==> src/core/psb_pkg.sv <==
package psb_pkg;
  localparam int NM = 2;
  localparam int NS = 2;
  localparam int AW = 32;
  localparam int DW = 32;
  localparam int OWN_W = $clog2(NM);
  localparam int SLV_W = $clog2(NS);
  localparam int SEL_W = $clog2(NS + 1);
  localparam logic [SEL_W-1:0] SEL_NONE = SEL_W'(NS);

  // transfer type
  localparam logic [1:0] TR_IDLE = 2'h0;
  localparam logic [1:0] TR_BUSY = 2'h1;
  localparam logic [1:0] TR_NONSEQ = 2'h2;
  localparam logic [1:0] TR_SEQ = 2'h3;

  // response
  localparam logic [1:0] RSP_OKAY = 2'h0;
  localparam logic [1:0] RSP_ERROR = 2'h1;
  localparam logic [1:0] RSP_RETRY = 2'h2;
  localparam logic [1:0] RSP_SPLIT = 2'h3;

  // burst and size codes driven by masters
  localparam logic [2:0] BU_SINGLE = 3'h0;
  localparam logic [2:0] BU_WRAP4 = 3'h2;
  localparam logic [2:0] BU_INCR4 = 3'h3;
  localparam logic [2:0] SZ_WORD = 3'h2;

  // command word: {kind, write, addr, wdata}
  localparam logic [1:0] KIND_SINGLE = 2'h0;
  localparam logic [1:0] KIND_INCR4 = 2'h1;
  localparam logic [1:0] KIND_WRAP4 = 2'h2;
  localparam int CMD_WD_LSB = 0;
  localparam int CMD_AD_LSB = 32;
  localparam int CMD_WR_BIT = 64;
  localparam int CMD_KIND_LSB = 65;
  localparam int CMD_W = 67;
  localparam logic [2:0] BEATS4 = 3'h4;
  localparam int FIFO_DEPTH = 16;

  // arbitration and reset values
  localparam logic [3:0] HOLD_MAX = 4'h8;
  localparam logic [NM-1:0] GRANT_ONE = NM'(1);

  // slave model: 16 words per slave, page = addr[31:28]
  localparam int SLV_WORDS = 16;
  localparam int SLV_IDX_W = 4;
  localparam int SLV_WAIT_STEP = 1;

  typedef enum logic [1:0] {DF_OK, DF_ERR1, DF_ERR2} psb_dflt_t;
  typedef enum logic [1:0] {SL_IDLE, SL_DATA, SL_FAIL1, SL_FAIL2} psb_slv_t;

  function automatic logic [SEL_W-1:0] slaveOf(input logic [AW-1:0] a);
    logic [SEL_W-1:0] r;
    r = SEL_NONE;
    for (int i = 0; i < NS; i++) begin
      if (a[AW-1:AW-4] == 4'(i)) r = SEL_W'(i);
    end
    return r;
  endfunction

  function automatic logic [AW-1:0] beatAddr(input logic [AW-1:0] base,
      input logic [1:0] kind, input logic [2:0] idx);
    logic [AW-1:0] a;
    logic [1:0] w;
    a = base + {{(AW-5){1'b0}}, idx, 2'h0};
    w = base[3:2] + idx[1:0];
    if (kind == KIND_WRAP4) a = {base[AW-1:4], w, base[1:0]};
    return a;
  endfunction
endpackage

==> src/core/psb_if.sv <==
`timescale 1ns/1ps
interface psb_if;
  // master side
  logic [psb_pkg::NM-1:0] req;
  logic [psb_pkg::NM-1:0] grant;
  logic [psb_pkg::AW-1:0] mAddr [psb_pkg::NM];
  logic [1:0] mTrans [psb_pkg::NM];
  logic mWrite [psb_pkg::NM];
  logic [2:0] mSize [psb_pkg::NM];
  logic [2:0] mBurst [psb_pkg::NM];
  logic [psb_pkg::DW-1:0] mWdata [psb_pkg::NM];
  // routed to every slave
  logic [psb_pkg::AW-1:0] sAddr;
  logic [1:0] sTrans;
  logic sWrite;
  logic [2:0] sSize;
  logic [2:0] sBurst;
  logic [psb_pkg::DW-1:0] sWdata;
  logic [psb_pkg::NS-1:0] sSel;
  // slave answers
  logic [psb_pkg::DW-1:0] sRdata [psb_pkg::NS];
  logic [psb_pkg::NS-1:0] sReady;
  logic [1:0] sResp [psb_pkg::NS];
  // returned to masters; ready is also every slave's ready input
  logic [psb_pkg::DW-1:0] rdata;
  logic ready;
  logic [1:0] resp;

  modport fabric(input req, mAddr, mTrans, mWrite, mSize, mBurst, mWdata,
    input sRdata, sReady, sResp,
    output grant, sAddr, sTrans, sWrite, sSize, sBurst, sWdata, sSel,
    output rdata, ready, resp);
  modport agents(output req, mAddr, mTrans, mWrite, mSize, mBurst, mWdata,
    output sRdata, sReady, sResp,
    input grant, sAddr, sTrans, sWrite, sSize, sBurst, sWdata, sSel,
    input rdata, ready, resp);
endinterface

==> src/core/psb_fifo.sv <==
`timescale 1ns/1ps
module psb_fifo #(
  parameter int WIDTH = psb_pkg::CMD_W,
  parameter int DEPTH = psb_pkg::FIFO_DEPTH
) (
  // clock and reset
  input wire logic clock,
  input wire logic rst_n,
  // fill side
  input wire logic inValid,
  output logic inReady,
  input wire logic [WIDTH-1:0] inData,
  // drain side
  output logic outValid,
  input wire logic outReady,
  output logic [WIDTH-1:0] outData
);
  localparam int PW = $clog2(DEPTH);
  logic [WIDTH-1:0] mem [DEPTH];
  logic [PW:0] wp_r;
  logic [PW:0] rp_r;
  wire full = (wp_r[PW] != rp_r[PW]) && (wp_r[PW-1:0] == rp_r[PW-1:0]);
  wire empty = wp_r == rp_r;
  wire push = inValid && !full;
  wire pull = outReady && !empty;

  assign inReady = !full;
  assign outValid = !empty;
  assign outData = mem[rp_r[PW-1:0]];

  always_ff @(posedge clock) begin
    if (push) mem[wp_r[PW-1:0]] <= inData;
  end

  always_ff @(posedge clock or negedge rst_n) begin
    if (!rst_n) begin
      wp_r <= '0;
      rp_r <= '0;
    end else begin
      if (push) wp_r <= wp_r + 1'b1;
      if (pull) rp_r <= rp_r + 1'b1;
    end
  end
endmodule

==> src/core/psb_agents.sv <==
`timescale 1ns/1ps
module psb_agents (
  // clock and reset
  input wire logic clock,
  input wire logic rst_n,
  // bus
  psb_if.agents bus,
  // master command streams
  input wire logic [psb_pkg::NM-1:0] cmdValid,
  output logic [psb_pkg::NM-1:0] cmdReady,
  input wire logic [psb_pkg::NM-1:0][psb_pkg::CMD_W-1:0] cmdData,
  // master results
  output logic [psb_pkg::NM-1:0] rspValid,
  output logic [psb_pkg::NM-1:0] rspErr,
  output logic [psb_pkg::NM-1:0][psb_pkg::DW-1:0] rspData,
  // slave control
  input wire logic [psb_pkg::NS-1:0] slaveBusy
);
  genvar m;
  genvar s;

  for (m = 0; m < psb_pkg::NM; m++) begin : g_mst
    logic [psb_pkg::CMD_W-1:0] head;
    logic hVal;
    logic pop;
    logic [2:0] aIdx_r;
    logic [2:0] dIdx_r;
    logic dPend_r;
    logic owns_r;
    logic contig_r;
    logic cancel_r;
    logic rv_r;
    logic re_r;
    logic [psb_pkg::DW-1:0] rd_r;

    // commands queue here so a stalled bus pushes back on the source
    psb_fifo #(
      .WIDTH(psb_pkg::CMD_W),
      .DEPTH(psb_pkg::FIFO_DEPTH)
    ) u_cmd (
      .clock(clock),
      .rst_n(rst_n),
      .inValid(cmdValid[m]),
      .inReady(cmdReady[m]),
      .inData(cmdData[m]),
      .outValid(hVal),
      .outReady(pop),
      .outData(head)
    );

    wire [1:0] kind = head[psb_pkg::CMD_KIND_LSB +: 2];
    wire wr = head[psb_pkg::CMD_WR_BIT];
    wire [psb_pkg::AW-1:0] base = head[psb_pkg::CMD_AD_LSB +: psb_pkg::AW];
    wire [psb_pkg::DW-1:0] wd = head[psb_pkg::CMD_WD_LSB +: psb_pkg::DW];
    wire [2:0] len = (kind == psb_pkg::KIND_SINGLE) ? 3'h1 : psb_pkg::BEATS4;
    wire left = hVal && (aIdx_r < len);
    // cancel_r forces idle in the second cycle of a failing response
    wire issue = left && owns_r && !cancel_r;
    wire done = bus.ready && dPend_r;
    wire isErr = bus.resp == psb_pkg::RSP_ERROR;
    wire failing = bus.resp != psb_pkg::RSP_OKAY;
    wire lastD = dIdx_r == len - 3'h1;
    wire okDone = done && !cancel_r;
    wire errDone = done && cancel_r && isErr;
    wire again = done && cancel_r && !isErr;
    wire [1:0] trNow = (aIdx_r == 3'h0 || !contig_r) ?
      psb_pkg::TR_NONSEQ : psb_pkg::TR_SEQ;
    wire [2:0] buNow = (kind == psb_pkg::KIND_INCR4) ? psb_pkg::BU_INCR4 :
      (kind == psb_pkg::KIND_WRAP4) ? psb_pkg::BU_WRAP4 : psb_pkg::BU_SINGLE;

    assign pop = (okDone && lastD) || errDone;
    assign bus.req[m] = left;
    assign bus.mTrans[m] = issue ? trNow : psb_pkg::TR_IDLE;
    assign bus.mAddr[m] = psb_pkg::beatAddr(base, kind, aIdx_r);
    assign bus.mWrite[m] = wr;
    assign bus.mSize[m] = psb_pkg::SZ_WORD;
    assign bus.mBurst[m] = buNow;
    // data follows the beat in data phase, fixed while it waits
    assign bus.mWdata[m] = wd + {{(psb_pkg::DW-3){1'b0}}, dIdx_r};
    assign rspValid[m] = rv_r;
    assign rspErr[m] = re_r;
    assign rspData[m] = rd_r;

    always_ff @(posedge clock or negedge rst_n) begin
      if (!rst_n) begin
        aIdx_r <= '0;
        dIdx_r <= '0;
        dPend_r <= 1'b0;
        owns_r <= 1'b0;
        contig_r <= 1'b0;
        cancel_r <= 1'b0;
        rv_r <= 1'b0;
        re_r <= 1'b0;
        rd_r <= '0;
      end else begin
        cancel_r <= !bus.ready && dPend_r && failing;
        rv_r <= okDone || errDone;
        if (bus.ready) begin
          owns_r <= bus.grant[m];
          dPend_r <= issue;
          // a lost grant or a retry breaks the sequence
          contig_r <= issue ||
            (bus.grant[m] && contig_r && !cancel_r);
          if (issue) begin
            dIdx_r <= aIdx_r;
            aIdx_r <= aIdx_r + 3'h1;
          end
          if (again) aIdx_r <= dIdx_r;
          if (errDone || (okDone && lastD)) aIdx_r <= '0;
          if (done) begin
            rd_r <= bus.rdata;
            re_r <= errDone;
          end
        end
      end
    end
  end

  for (s = 0; s < psb_pkg::NS; s++) begin : g_slv
    localparam logic [2:0] WAITS = 3'(s * psb_pkg::SLV_WAIT_STEP);
    logic [psb_pkg::DW-1:0] mem [psb_pkg::SLV_WORDS];
    psb_pkg::psb_slv_t st_r;
    psb_pkg::psb_slv_t st_nxt;
    logic [2:0] cnt_r;
    logic [psb_pkg::SLV_IDX_W-1:0] idx_r;
    logic wr_r;
    logic [1:0] fr_r;
    logic [psb_pkg::DW-1:0] rd_r;

    // idle and busy never start a data phase
    wire capture = bus.sSel[s] && bus.ready && bus.sTrans[1];
    wire [psb_pkg::SLV_IDX_W-1:0] idx = bus.sAddr[psb_pkg::SLV_IDX_W+1:2];
    wire inRange = bus.sAddr[27:psb_pkg::SLV_IDX_W+2] == '0;
    wire finish = st_r == psb_pkg::SL_DATA && cnt_r == 3'h0;
    wire doWrite = finish && wr_r;
    wire bypass = doWrite && idx_r == idx;

    assign bus.sReady[s] = (st_r == psb_pkg::SL_DATA) ? (cnt_r == 3'h0) :
      (st_r != psb_pkg::SL_FAIL1);
    assign bus.sResp[s] = (st_r == psb_pkg::SL_FAIL1 ||
      st_r == psb_pkg::SL_FAIL2) ? fr_r : psb_pkg::RSP_OKAY;
    assign bus.sRdata[s] = rd_r;

    always_comb begin
      st_nxt = psb_pkg::SL_IDLE;
      case (st_r)
        psb_pkg::SL_FAIL1: st_nxt = psb_pkg::SL_FAIL2;
        psb_pkg::SL_DATA: begin
          if (cnt_r != 3'h0) st_nxt = psb_pkg::SL_DATA;
          else if (capture && (slaveBusy[s] || !inRange)) begin
            st_nxt = psb_pkg::SL_FAIL1;
          end else if (capture) st_nxt = psb_pkg::SL_DATA;
        end
        psb_pkg::SL_IDLE, psb_pkg::SL_FAIL2: begin
          if (capture && (slaveBusy[s] || !inRange)) begin
            st_nxt = psb_pkg::SL_FAIL1;
          end else if (capture) st_nxt = psb_pkg::SL_DATA;
        end
        default: st_nxt = psb_pkg::SL_IDLE;
      endcase
    end

    always_ff @(posedge clock) begin
      if (doWrite) mem[idx_r] <= bus.sWdata;
    end

    always_ff @(posedge clock or negedge rst_n) begin
      if (!rst_n) begin
        st_r <= psb_pkg::SL_IDLE;
        cnt_r <= '0;
        idx_r <= '0;
        wr_r <= 1'b0;
        fr_r <= psb_pkg::RSP_OKAY;
        rd_r <= '0;
      end else begin
        st_r <= st_nxt;
        if (st_r == psb_pkg::SL_DATA && cnt_r != 3'h0) cnt_r <= cnt_r - 3'h1;
        // address and control are taken in the last cycle of their phase, when ready is high
        if (capture) begin
          idx_r <= idx;
          wr_r <= bus.sWrite;
          cnt_r <= WAITS;
          fr_r <= slaveBusy[s] ? psb_pkg::RSP_RETRY : psb_pkg::RSP_ERROR;
          rd_r <= bypass ? bus.sWdata : mem[idx];
        end
      end
    end
  end
endmodule

==> src/flat_wrapper.sv <==
// flat-port wrapper written by rule: the top's interface ports become plain ports
module psb_agents_flat 
  (clock, rst_n, cmdValid, cmdReady, cmdData, rspValid, rspErr, rspData, slaveBusy, bus_req, bus_mAddr, bus_mTrans, bus_mWrite, bus_mSize, bus_mBurst, bus_mWdata, bus_sRdata, bus_sReady, bus_sResp, bus_grant, bus_sAddr, bus_sTrans, bus_sWrite, bus_sSize, bus_sBurst, bus_sWdata, bus_sSel, bus_rdata, bus_ready, bus_resp);
  psb_if bus_i ();
  input wire logic clock;
  input wire logic rst_n;
  input wire logic [psb_pkg::NM-1:0] cmdValid;
  output logic [psb_pkg::NM-1:0] cmdReady;
  input wire logic [psb_pkg::NM-1:0][psb_pkg::CMD_W-1:0] cmdData;
  output logic [psb_pkg::NM-1:0] rspValid;
  output logic [psb_pkg::NM-1:0] rspErr;
  output logic [psb_pkg::NM-1:0][psb_pkg::DW-1:0] rspData;
  input wire logic [psb_pkg::NS-1:0] slaveBusy;
  output wire logic [$bits(bus_i.req)-1:0] bus_req;
  output wire logic [$bits(bus_i.mAddr)-1:0] bus_mAddr;
  output wire logic [$bits(bus_i.mTrans)-1:0] bus_mTrans;
  output wire logic [$bits(bus_i.mWrite)-1:0] bus_mWrite;
  output wire logic [$bits(bus_i.mSize)-1:0] bus_mSize;
  output wire logic [$bits(bus_i.mBurst)-1:0] bus_mBurst;
  output wire logic [$bits(bus_i.mWdata)-1:0] bus_mWdata;
  output wire logic [$bits(bus_i.sRdata)-1:0] bus_sRdata;
  output wire logic [$bits(bus_i.sReady)-1:0] bus_sReady;
  output wire logic [$bits(bus_i.sResp)-1:0] bus_sResp;
  input wire logic [$bits(bus_i.grant)-1:0] bus_grant;
  input wire logic [$bits(bus_i.sAddr)-1:0] bus_sAddr;
  input wire logic [$bits(bus_i.sTrans)-1:0] bus_sTrans;
  input wire logic [$bits(bus_i.sWrite)-1:0] bus_sWrite;
  input wire logic [$bits(bus_i.sSize)-1:0] bus_sSize;
  input wire logic [$bits(bus_i.sBurst)-1:0] bus_sBurst;
  input wire logic [$bits(bus_i.sWdata)-1:0] bus_sWdata;
  input wire logic [$bits(bus_i.sSel)-1:0] bus_sSel;
  input wire logic [$bits(bus_i.rdata)-1:0] bus_rdata;
  input wire logic [$bits(bus_i.ready)-1:0] bus_ready;
  input wire logic [$bits(bus_i.resp)-1:0] bus_resp;
  assign bus_req = bus_i.req;
  assign bus_mAddr = {>>{bus_i.mAddr}};
  assign bus_mTrans = {>>{bus_i.mTrans}};
  assign bus_mWrite = {>>{bus_i.mWrite}};
  assign bus_mSize = {>>{bus_i.mSize}};
  assign bus_mBurst = {>>{bus_i.mBurst}};
  assign bus_mWdata = {>>{bus_i.mWdata}};
  assign bus_sRdata = {>>{bus_i.sRdata}};
  assign bus_sReady = bus_i.sReady;
  assign bus_sResp = {>>{bus_i.sResp}};
  assign bus_i.grant = bus_grant;
  assign bus_i.sAddr = bus_sAddr;
  assign bus_i.sTrans = bus_sTrans;
  assign bus_i.sWrite = bus_sWrite;
  assign bus_i.sSize = bus_sSize;
  assign bus_i.sBurst = bus_sBurst;
  assign bus_i.sWdata = bus_sWdata;
  assign bus_i.sSel = bus_sSel;
  assign bus_i.rdata = bus_rdata;
  assign bus_i.ready = bus_ready;
  assign bus_i.resp = bus_resp;
  psb_agents u_core (.clock(clock), .rst_n(rst_n), .bus(bus_i), .cmdValid(cmdValid), .cmdReady(cmdReady), .cmdData(cmdData), .rspValid(rspValid), .rspErr(rspErr), .rspData(rspData), .slaveBusy(slaveBusy));
endmodule
==> config.mk <==
export PLATFORM = sky130hd
export DESIGN_NAME = psb_agents_flat
export DESIGN_NICKNAME = d
export VERILOG_FILES = /design/src/core/psb_pkg.sv /design/src/core/psb_if.sv /design/src/core/psb_fifo.sv /design/src/core/psb_agents.sv /design/src/flat_wrapper.sv
export SDC_FILE = /design/constraint.sdc
export NUM_CORES = 2
export LEC_CHECK = 0
export BUFFER_PORTS_ARGS = -buffer_cell sky130_fd_sc_hd__buf_2
export CAP_MARGIN = 0
export CORE_UTILIZATION = 37
export CTS_CLUSTER_SIZE = 16
export DETAILED_ROUTE_END_ITERATION = 16
export SKIP_LAST_GASP = 1
export SLEW_MARGIN = 20
export SYNTH_ARGS = -nofsm -noshare
export SYNTH_HDL_FRONTEND = slang
export SYNTH_HIERARCHICAL = 1
export SYNTH_SLANG_ARGS = --single-unit
export TNS_END_PERCENT = 100
==> constraint.sdc <==
create_clock -name clock -period 7.4 [get_ports clock]
set_clock_uncertainty 0.05 [all_clocks]
set_input_delay 0.74 -clock clock [delete_from_list [all_inputs] [get_ports clock]]
set_output_delay 0.74 -clock clock [all_outputs]
set_load 0.02 [all_outputs]
==> impl_metrics.ini <==
[worst_setup_path]
endpoint = bus_mAddr[24]
cp_max_fo = 42
required_ns = 6.61
startpoint = u_core/g_mst[1].u_cmd/rp_r[0]
cp-start-kind = register
critical_path_class = reg2out
r2r_setup_slack_ns = 2.77
r2r-start = u_core/g_mst[0].u_cmd/rp_r[0]
critPathCaptureType = output port
crit_arrival_ns = 5.66
reg2reg_depth = 11
r2r_end = u_core/g_mst[0].dIdx_r[2]

[die]
fp-row-count = 218
io_pins = 540
start_util = 0.3726
coreArea_sq_um = 353500
die_area_sq_um = 358300
die_y_um = 598.6
fp.dieW_um = 598.6

[global_route]
grt_pass1_vias = 67970
grt_pass1_wl_mm = 477.1
grt.overflow.total = 0
antenna_found_initial = 47
grt_util_all_layers = 0.1818
grt_start_max_net_pins = 165

[final_layout]
nFillCells = 30360
nNetsFinal = 7385
layout-drive-gt1-share = 0.2739
synthToLayoutAreaGrowth_pct = 15.86
final_cell_mix = edfxtp_1 (3,168), mux4_2 (658), buf_2 (515)
final_util = 0.4316
layout_commonest_cell = edfxtp_1

[placement]
gp_routability_congestion = 0.7694
hpwl_mm = 181.5
io_buffers = 518

[clock_tree]
cts-buffers-inserted = 358
cts.path.max_buffers = 4
clock-sinks = 3364
insertion_delay_ns = 0.93
clk_pin_slew_ns = 0.06
htreeDepth = 5
cts-resized-gates = 0
cts_tree = done
root_buffer = clkbuf_16

[timing]
worst_slew_pin_slew_ns = 1.276
fmax_ghz = 0.1550
max-slew-margin-rel = 0.1494
slew_violations = 0
rsz0062_at_grt = false
finalSetupViolCount = 0
fin_crit_ns = 6.452
fin_tns_setup_ns = 0
hold_violations = 0
fin_crit_sh = 0.8719

[flow_run]
drv_cap = 0

[logic_synthesis]
syn_area_per_cell_sq_um = 20.69
synth_area_sq_um = 131700
synth_ff_type = edfxtp_1
synth_top_family_by_area = multiplexers
yosys.area_share.simple = 0.02007
async_reset_ff_frac = 0.05826
synth-compound-area-share = 0.03954
synth_mux_area_frac = 0.1497
yosysSeqAreaShare = 0.7596
netlist_instances = 6365
synthXorXnorAreaFrac = 0.01024
synth.distinct_cells = 67
ys_ff_latch = 3364
synth_fa_ha_area_frac = 0.004788
yosysWarnings = 6
synth-edff-count = 3168

[detailed_routing]
first_pass_iters = 6
ant_nets = 0
via_count = 66510
routed_wl_mm = 331.9
drc = 0
via_per_inst = 5.480
drt_iter0_markers = 6005
wl_per_cell_um = 27.35

[worst_hold_path]
hp-class = in2reg
min_path_cells = 3
min_from = bus_resp[1]

[run_status]
outcome = complete, no violations

[power]
power_density_nw_per_um2 = 350.2
p_leak_nw = 48.52
peakVddDrop_mv = 0.3107
## cell type report
| cell class | instances | area (sq um) | share of cell area |
|---|---|---|---|
| sequential | 3364 | 100100 | 0.6558 |
| multi-input combinational | 2591 | 30100 | 0.1973 |
| clock buffer | 470 | 9663 | 0.06333 |
| tap | 4730 | 5918 | 0.03879 |
| timing repair buffer | 715 | 4497 | 0.02947 |
| clock inverter | 187 | 2074 | 0.01360 |
| inverter | 55 | 209.0 | 0.001369 |
| antenna | 25 | 62.56 | 0.0004100 |
## how the worst min path moves through the flow
| stage | endpoint | slack (ns) |
|---|---|---|
| 2_1_floorplan | u_core/g_mst[0].aIdx_r[0] | 0.39 |
| 3_3_place_gp | u_core/g_mst[1].contig_r | 0.41 |
| 3_5_place_dp | u_core/g_mst[1].contig_r | 0.41 |
| 4_1_cts | u_core/g_mst[0].u_cmd/mem[0][42] | 0.03 |
| 5_1_grt | u_core/g_mst[0].u_cmd/mem[9][42] | 0.08 |
| 6_report | u_core/g_mst[1].cancel_r | 0.12 |
## flip-flops by register name, indices dropped and copies added, names as in the netlist, 4 cells and up
| signal | cells |
|---|---|
| u_core/g_slv.fr_r | 4 |
| u_core/g_mst.u_cmd/rp_r | 10 |
| u_core/g_slv.cnt_r | 6 |
| u_core/g_mst.dIdx_r | 6 |
| u_core/g_mst.rd_r | 64 |
| u_core/g_mst.u_cmd/mem | 2144 |
| u_core/g_slv.idx_r | 8 |
| u_core/g_slv.rd_r | 64 |
| u_core/g_slv.mem | 1024 |
| u_core/g_mst.u_cmd/wp_r | 10 |
| u_core/g_slv.st_r | 4 |
| u_core/g_mst.aIdx_r | 6 |
## metal layers
metal,part of all wire,track usage,up-vias
li1,-,-,28000
met3,0.063,0.02729,537
met2,0.50,0.3097,2214
met4,0.028,0.05237,32
met1,0.41,0.2419,35730
met5,0.00064,0,-
## power breakdown
| group | switching (mW) | internal (mW) | total (mW) |
|---|---|---|---|
| Combinational | 7.75 | 4.79 | 12.5 |
| Sequential | 0.733 | 22.4 | 23.2 |
| Clock | 7.49 | 10.2 | 17.7 |
## synthesized netlist by cell type (6+ instances only)
library cell	instances	area, sq um
nand2_1	155	581.8
xnor2_1	97	849.6
buf_2	84	420.4
and3_1	23	143.9
inv_1	53	198.9
buf_6	27	304.0
buf_1	27	101.4
o211ai_1	10	75.07
o21ai_1	138	690.7
mux2_2	72	810.8
a211oi_1	6	45.04
xor2_1	57	499.2
a21oi_1	49	245.2
nor2_1	109	409.1
dfrtp_1	196	4905
nor4_1	18	112.6
and4_1	8	70.07
a32oi_1	135	1182
and2_1	45	281.5
a221o_1	64	640.6
buf_4	63	473.0
nand4_1	26	162.7
nor3_1	35	175.2
a22oi_1	263	1974
clkbuf_1	158	593.1
edfxtp_1	3168	95130
ha_1	44	550.5
mux2i_1	408	4084
mux4_2	658	14820
a21o_1	7	52.55
o21ai_0	18	90.09
nand2b_1	25	156.4
nand3_1	53	265.3
## critical path, stage by stage, from the launching register on
cell      delay, ns
dfrtp_4        0.85
and2_4         0.86
buf_4          0.45
a22oi_1        0.17
a32oi_1        0.21
o21ai_1        0.17
ha_1           0.40
nand2b_1       0.10
a211oi_1       0.71
and2_1         0.32
nand2_1        0.09
xnor2_1        0.17
buf_2          0.19
## logic make-up (layout without fill, tap and decap cells)
family                     after synthesis  count (layout)
DFF                                   3364            3364
muxes                                 1138            1138
AOI/OAI and AO/OA                      711             711
and+or+nand+nor                        532             532
buffers and inverters                  416            1427
xor gates and xnor gates               154             154
adders and majority gates               48              48
other                                    2              33
## metrics by stage
step                      worst slack [ns]  hold slack [ns]  power, mW  instances  instance area [sq um]
after CTS                           0.7471          0.02792      54.00      12110                 152500
final                               0.9481           0.1213      53.43      12140                 152600
after detailed placement             1.813           0.4063      36.25      11420                 140400
after floorplan                      1.213           0.3882      31.97       6371                 131700
after global placement               1.743           0.4079      36.04      11420                 140400
after global routing                0.4163          0.07878      55.45      12120                 152500
## repair_timing
item,CTS,global route
setup buffers,0,0
hold endpoints to repair,149,0
hold buffers,38,0
Note: power is estimated with default switching activity, not from simulation.
